File: config.mk
export PLATFORM = sky130hd
export DESIGN_NAME = pdbpm_pin_mux
export DESIGN_NICKNAME = d
export VERILOG_FILES = /design/src/shared/pdbpm_pkg.sv /design/src/design/pdbpm_pin_mux.sv
export SDC_FILE = /design/constraint.sdc
export NUM_CORES = 1
export LEC_CHECK = 0
export BUFFER_PORTS_ARGS = -buffer_cell sky130_fd_sc_hd__buf_4
export CORE_MARGIN = 2
export CORE_UTILIZATION = 35
export CTS_CLUSTER_SIZE = 12
export DETAILED_ROUTE_END_ITERATION = 7
export GPL_TIMING_DRIVEN = 1
export PLACE_DENSITY_LB_ADDON = 0.2
export SYNTH_ARGS = -nofsm -noshare
export SYNTH_HDL_FRONTEND = slang
export SYNTH_SLANG_ARGS = --single-unit
File: constraint.sdc
create_clock -name clk_sys_i -period 6.3 [get_ports clk_sys_i]
set_clock_uncertainty 0.15 [all_clocks]
set_input_delay 0.315 -clock clk_sys_i [delete_from_list [all_inputs] [get_ports clk_sys_i]]
set_output_delay 0.315 -clock clk_sys_i [all_outputs]
set_load 0.01 [all_outputs]
File: src/shared/pdbpm_pkg.sv
// Overview of operation
// - strap low upper pins gpio, high memory
// - strap low lower pins host, high memory
// - selection latched at reset release, kept
// - gpio bits are inputs after reset
// - upper memory data inputs after reset
// - holders enabled at reset, software switchable
// - enabled holder keeps last driven level
// - hold request tristates all data pins
// - hold clock toggles unless tristate bit set
// - off mode tristates all data pins
// - data pins tristate while reset high
// - only upper pins have gpio mode
// - lower memory data inputs after reset
// - host uses 16-bit data, inputs after reset
package pdbpm_pkg;
  // pin group width
  localparam int unsigned PDBPM_HALF_W = 16;
  // strap value choosing the memory function
  localparam logic PDBPM_STRAP_MEM = 1'h1;
  // reset values
  localparam logic PDBPM_RST_SEL = 1'h0;
  localparam logic [15:0] PDBPM_RST_ZERO16 = 16'h0000;
  localparam logic PDBPM_RST_HOLDER_EN = 1'h1;
  // gpio direction reset value: all inputs
  localparam logic [15:0] PDBPM_RST_GPIO_DIR = 16'h0000;
  // function selection
  typedef enum logic {
    PDBPM_FN_LOCAL = 1'h0,
    PDBPM_FN_MEM = 1'h1
  } pdbpm_fn_type;
endpackage

File: src/design/pdbpm_pin_mux.sv
`timescale 1ns/1ps
`default_nettype none
module pdbpm_pin_mux
  import pdbpm_pkg::*;
(
  input wire logic clk_sys_i,
  input wire logic rst_i,
  input wire logic function_strap_pin_i,
  input wire logic hold_req_i,
  input wire logic test_reset_i,
  input wire logic emulation_pin_zero_i,
  input wire logic emulation_off_pin_i,
  input wire logic holder_en_i,
  input wire logic holder_en_we_i,
  input wire logic [1:0] clock_out_hold_tristate_i,
  input wire logic [1:0] memory_clock_i,
  input wire logic [31:0] pin_data_i,
  input wire logic [15:0] gpio_out_i,
  input wire logic [15:0] gpio_dir_i,
  input wire logic gpio_dir_we_i,
  input wire logic [31:0] mem_data_out_i,
  input wire logic mem_data_oe_i,
  input wire logic [15:0] host_data_out_i,
  input wire logic host_data_oe_i,
  output logic [31:0] pin_data_o,
  output logic [31:0] pin_data_oe_o,
  output logic [31:0] pin_hold_o,
  output logic [1:0] memory_clock_out_o,
  output logic [1:0] memory_clock_out_oe_o,
  output logic mem_select_o,
  output logic holder_en_o,
  output logic [15:0] gpio_dir_o,
  output logic [15:0] gpio_in_o,
  output logic [31:0] mem_data_in_o,
  output logic [15:0] host_data_in_o
);
  ////////////////////////////////////////////////////////////////////////////
  // state
  pdbpm_fn_type fn_sel; // latched function
  logic rst_seen; // strap capture pending
  logic [31:0] last_drv; // level last driven per pin
  logic [31:0] next_oe; // enables before tristate overrides
  logic [31:0] next_data; // pin data source
  logic tri_all; // global tristate
  ////////////////////////////////////////////////////////////////////////////
  // strap capture: async reset loads constant, strap sampled on first clean edge
  always_ff @(posedge clk_sys_i or posedge rst_i) begin
    if (rst_i) begin
      rst_seen <= 1'h1;
      fn_sel <= PDBPM_FN_LOCAL;
    end else if (rst_seen) begin
      // first sample after release fixes the function until next reset
      rst_seen <= 1'h0;
      fn_sel <= pdbpm_fn_type'(function_strap_pin_i);
    end
  end
  // register copy of selection for users
  always_ff @(posedge clk_sys_i or posedge rst_i) begin
    if (rst_i) begin
      mem_select_o <= PDBPM_RST_SEL;
    end else begin
      mem_select_o <= (fn_sel == PDBPM_FN_MEM);
    end
  end
  ////////////////////////////////////////////////////////////////////////////
  // bus holder control
  always_ff @(posedge clk_sys_i or posedge rst_i) begin
    if (rst_i) begin
      holder_en_o <= PDBPM_RST_HOLDER_EN;
    end else if (holder_en_we_i) begin
      holder_en_o <= holder_en_i;
    end
  end
  // gpio direction: 1 = output, inputs after reset
  always_ff @(posedge clk_sys_i or posedge rst_i) begin
    if (rst_i) begin
      gpio_dir_o <= PDBPM_RST_GPIO_DIR;
    end else if (gpio_dir_we_i && fn_sel == PDBPM_FN_LOCAL && !rst_seen) begin
      gpio_dir_o <= gpio_dir_i;
    end
  end
  ////////////////////////////////////////////////////////////////////////////
  // tristate conditions
  always_comb begin
    tri_all = rst_i || rst_seen;
    if (hold_req_i) begin
      tri_all = 1'h1;
    end
    if (!test_reset_i && emulation_pin_zero_i && !emulation_off_pin_i) begin
      tri_all = 1'h1;
    end
  end
  // route enable and data source by latched function
  always_comb begin
    if (fn_sel == PDBPM_FN_MEM) begin
      // memory unit owns all 32 pins; inputs unless it drives
      next_oe = {32{mem_data_oe_i}};
      next_data = mem_data_out_i;
    end else begin
      // upper half gpio, lower half host 16-bit data
      next_oe = {gpio_dir_o, {16{host_data_oe_i}}};
      next_data = {gpio_out_i, host_data_out_i};
    end
  end
  // pin outputs registered; data outputs from flip-flops
  always_ff @(posedge clk_sys_i or posedge rst_i) begin
    if (rst_i) begin
      pin_data_oe_o <= {PDBPM_RST_ZERO16, PDBPM_RST_ZERO16};
      pin_data_o <= {PDBPM_RST_ZERO16, PDBPM_RST_ZERO16};
    end else begin
      pin_data_oe_o <= tri_all ? 32'h0000_0000 : next_oe;
      pin_data_o <= next_data;
    end
  end
  ////////////////////////////////////////////////////////////////////////////
  // holder memory: remember level driven, keep it while undriven
  always_ff @(posedge clk_sys_i or posedge rst_i) begin
    if (rst_i) begin
      last_drv <= {PDBPM_RST_ZERO16, PDBPM_RST_ZERO16};
    end else begin
      for (int i = 0; i < 32; i++) begin
        if (pin_data_oe_o[i]) begin
          last_drv[i] <= pin_data_o[i];
        end
      end
    end
  end
  // keeper drive: active only when holder on and pin undriven
  always_comb begin
    pin_hold_o = holder_en_o ? (~pin_data_oe_o & last_drv) : 32'h0000_0000;
  end
  ////////////////////////////////////////////////////////////////////////////
  // memory clocks: pass through; tristate in hold only if bit set
  always_comb begin
    memory_clock_out_o = memory_clock_i;
    for (int k = 0; k < 2; k++) begin
      memory_clock_out_oe_o[k] = !(hold_req_i && clock_out_hold_tristate_i[k]);
    end
  end
  ////////////////////////////////////////////////////////////////////////////
  // input routing to owning unit only
  always_ff @(posedge clk_sys_i or posedge rst_i) begin
    if (rst_i) begin
      gpio_in_o <= PDBPM_RST_ZERO16;
      host_data_in_o <= PDBPM_RST_ZERO16;
      mem_data_in_o <= {PDBPM_RST_ZERO16, PDBPM_RST_ZERO16};
    end else begin
      gpio_in_o <= (fn_sel == PDBPM_FN_LOCAL) ? pin_data_i[31:16] : 16'h0000;
      host_data_in_o <= (fn_sel == PDBPM_FN_LOCAL) ? pin_data_i[15:0] : 16'h0000;
      mem_data_in_o <= (fn_sel == PDBPM_FN_MEM) ? pin_data_i : 32'h0000_0000;
    end
  end
endmodule
`default_nettype wire

==> results.py <==
metrics = {
    "outcome": {
        "outcome": "finished, final reports clean",
    },
    "setup_path": {
        "crit_arrival_ps": 2970,
        "path_max_fanout": 87,
        "r2r_start": "fn_sel$_DFFE_PP0P_",
        "path_class": "register to register",
        "cp-start-kind": "register",
        "end_kind": "register",
        "startpoint": "fn_sel$_DFFE_PP0P_",
        "crit_required_ps": 6450,
    },
    "synth": {
        "synth_area_leaders": "dfrtp_1 (65%), mux2_2 (13%), and2_1 (4.8%), nor2b_1 (3.3%), mux2i_1 (2.7%)",
        "syn_area_per_cell_um2": 14.8,
        "synth_cell_types": 20,
        "ys_warn_count": 0,
        "ys.flop_type": "dfrtp_1",
        "ys_ff_latch": 165,
        "syn_inst": 425,
        "synth_commonest_cells": "dfrtp_1 (163), mux2_2 (72), and2_1 (48)",
        "synth_area_leader_cell": "dfrtp_1",
        "async_flop_share_pct": 100,
        "syn_area_mm2": 0.00630,
        "synth_sequential_area_ratio_pct": 65.6,
        "syn_nets": 553,
        "synth_top_area_share_pct": 64.7,
        "synth_most_common_cell": "dfrtp_1",
        "synth_edf_count": 0,
    },
    "hold_path": {
        "hp-class": "input port to register",
        "min_from": "host_data_oe_i",
    },
    "global_routing": {
        "antenna_found_initial": 0,
        "grtUsageMet1_pct": 19.8,
        "grt_pass1_vias": 5365,
        "grt-busiest-layer": "met2",
        "grt_use_total_pct": 18.3,
        "grt_pass1_wl_um": 27600,
        "grt-ovfl-total": 0,
        "gr-usage-met3_pct": 7.66,
        "grt_max_degree": 88,
        "met2_usage_pct": 32.4,
    },
    "sta": {
        "tns_ps": 0,
        "drv_slew": 0,
        "max_freq_mhz": 354,
        "max_slew.worst_pin.slew_ps": 1230,
        "finalSetupViolCount": 0,
        "layout_setup_ws_ps": 3480,
        "rsz0062_at_grt": "no",
        "post-route-min-period_ps": 2820,
        "slew_headroom_pct": 17.7,
        "timing.final.hold_violations": 0,
        "timing.final.crit_share_pct": 44.8,
    },
    "clocking": {
        "cts_tree": "built",
        "cts.reportedPaths.clkPinSlew_ps": 70,
        "cts_resized": 0,
        "cts_made_buffers": 17,
        "clock-sinks": 165,
        "cts_root_buffer": "clkbuf_16",
        "htreeDepth": 4,
        "clockBufferDepth": 2,
        "insertion_delay_ps": 420,
    },
    "die": {
        "die_x_um": 138,
        "fp-row-count": 49,
        "start_util_pct": 35.3,
        "core_region_area_mm2": 0.0178,
        "die_area_mm2": 0.0191,
        "num_io_pins": 310,
        "die_h_um": 138,
    },
    "layout": {
        "design_area_mm2": 0.0104,
        "area_growth_pct": 64.8,
        "num_antenna_cells": 0,
        "final_layout_size_suffix_gt1_share_pct": 50.9,
        "fin_util_pct": 58.2,
        "nNetsFinal": 956,
    },
    "detailed_routing": {
        "drc": 0,
        "first_pass_iters": 4,
        "wl_per_cell_um": 16.2,
        "via_per_inst": 4.46,
        "vias": 4776,
        "final_antenna_net_count": 0,
        "drt-initial-drc-count": 140,
        "finalWirelength_um": 17300,
    },
    "run": {
        "drv_cap": 0,
    },
    "power": {
        "p_per_area_mw_per_mm2": 287,
        "leakage_nw": 5.11,
        "peakVddDrop_uv": 181,
    },
    "place": {
        "pre_cts_slack_ps": 3910,
        "port_buffers": 305,
        "gp_congestion": 0.796,
        "hpwl_um": 11900,
        "place_area_mm2": 0.00865,
    },
}
-- sequential cells by signal, indices dropped and copies added, names as in the netlist --
register,count
last_drv,32
fn_sel,1
pin_data_oe_o,17
gpio_in_o,16
holder_en_o,1
mem_select_o,1
rst_seen,1
gpio_dir_o,16
pin_data_o,32
host_data_in_o,16
mem_data_in_o,32
-- cells by family (layout without fill, tap and decap cells) --
kind of cell / count (synthesis) / count (layout) / share of synthesized area (%)
other: 1 / 1 / 0.0595
buffers and inverters: 41 / 457 / 4.07
flip-flops: 165 / 165 / 65.6
AND/OR/NAND/NOR: 119 / 119 / 12.3
multiplexers: 99 / 99 / 18.0
-- per-stage QoR --
step | total power, W | cells | hold WS, ps
after floorplan | 0.00161 | 425 | 224
after global placement | 0.00193 | 922 | 332
after detailed placement | 0.00194 | 922 | 338
after CTS | 0.00302 | 1070 | 66.9
after global routing | 0.00314 | 1070 | 64.9
final | 0.00298 | 1070 | 71.1
-- final timing paths --
| check | slack (ps) | cells past startpoint | to |
|---|---|---|---|
| min in group asynchronous | 450 | 3 | mem_data_in_o[14]$_DFF_PP0_ |
| hold reg to reg | 350 | 1 | last_drv[5]$_DFFE_PP0P_ |
| setup / recovery | 3480 | 3 | pin_data_o[16]$_DFF_PP0_ |
| setup reg to reg | 3480 | 3 | pin_data_o[16]$_DFF_PP0_ |
| hold / removal | 70 | 3 | pin_data_oe_o[15]$_DFF_PP0_ |
| max in group asynchronous | 3970 | 4 | fn_sel$_DFFE_PP0P_ |
-- where the power goes --
group / switching (W) / total (W) / internal, W
clock network: 0.000467 / 0.000991 / 0.000524
registers: 0.0000897 / 0.00131 / 0.00122
logic: 0.000264 / 0.000682 / 0.000418
total: 0.000820 / 0.00298 / 0.00216
-- critical path, cell delays in order, from the launching register on --
cell and delay, ps:
dfrtp_4 660, buf_4 780, mux2_2 420, dlygate4sd3_1 560
-- layer usage --
| metal | share of wire [%] | vias to the layer above | wire [um] |
|---|---|---|---|
| met2 | 52 | 200 | 8940 |
| met3 | 8.3 | 27 | 1440 |
| met1 | 38 | 2339 | 6530 |
| met4 | 2.2 | 0 | 382 |
| met5 | 0 | - | 0 |
| li1 | - | 2210 | - |
-- layout make-up --
class                           count  area, um2
Sequential cell                   165       4140
Fill cell                        1460       7460
Multi-Input combinational cell    219       1910
Clock inverter                     15        141
Clock buffer                       17        425
Inverter                            1       8.76
Tap cell                          229        287
Timing Repair Buffer              424       3470
-- placed cells by master, fill, tap and decap left out --
cell type and count:
clkbuf_16 17, dfstp_2 2, nor3b_4 1, and2_1 48
and3b_1 16, dlygate4sd3_1 116, nor3_1 17, dfrtp_4 1
buf_4 308, inv_8 4, clkinv_8 1, dfrtp_1 162
mux2i_1 17, nand2_1 2, nor2b_1 33, or3_1 1
clkinvlp_4 3, mux2_4 10, clkinv_4 1, clkinv_2 1
mux2_2 72, nor3b_2 1, conb_1 1, inv_6 6
-- timing repair --
item,4_1_cts,5_1_grt
setup endpoints to repair,0,0
buffers inserted,0,0
endpoints found under the hold margin,200,0
hold buffers,116,0
Note: power is estimated with default switching activity, not from simulation.
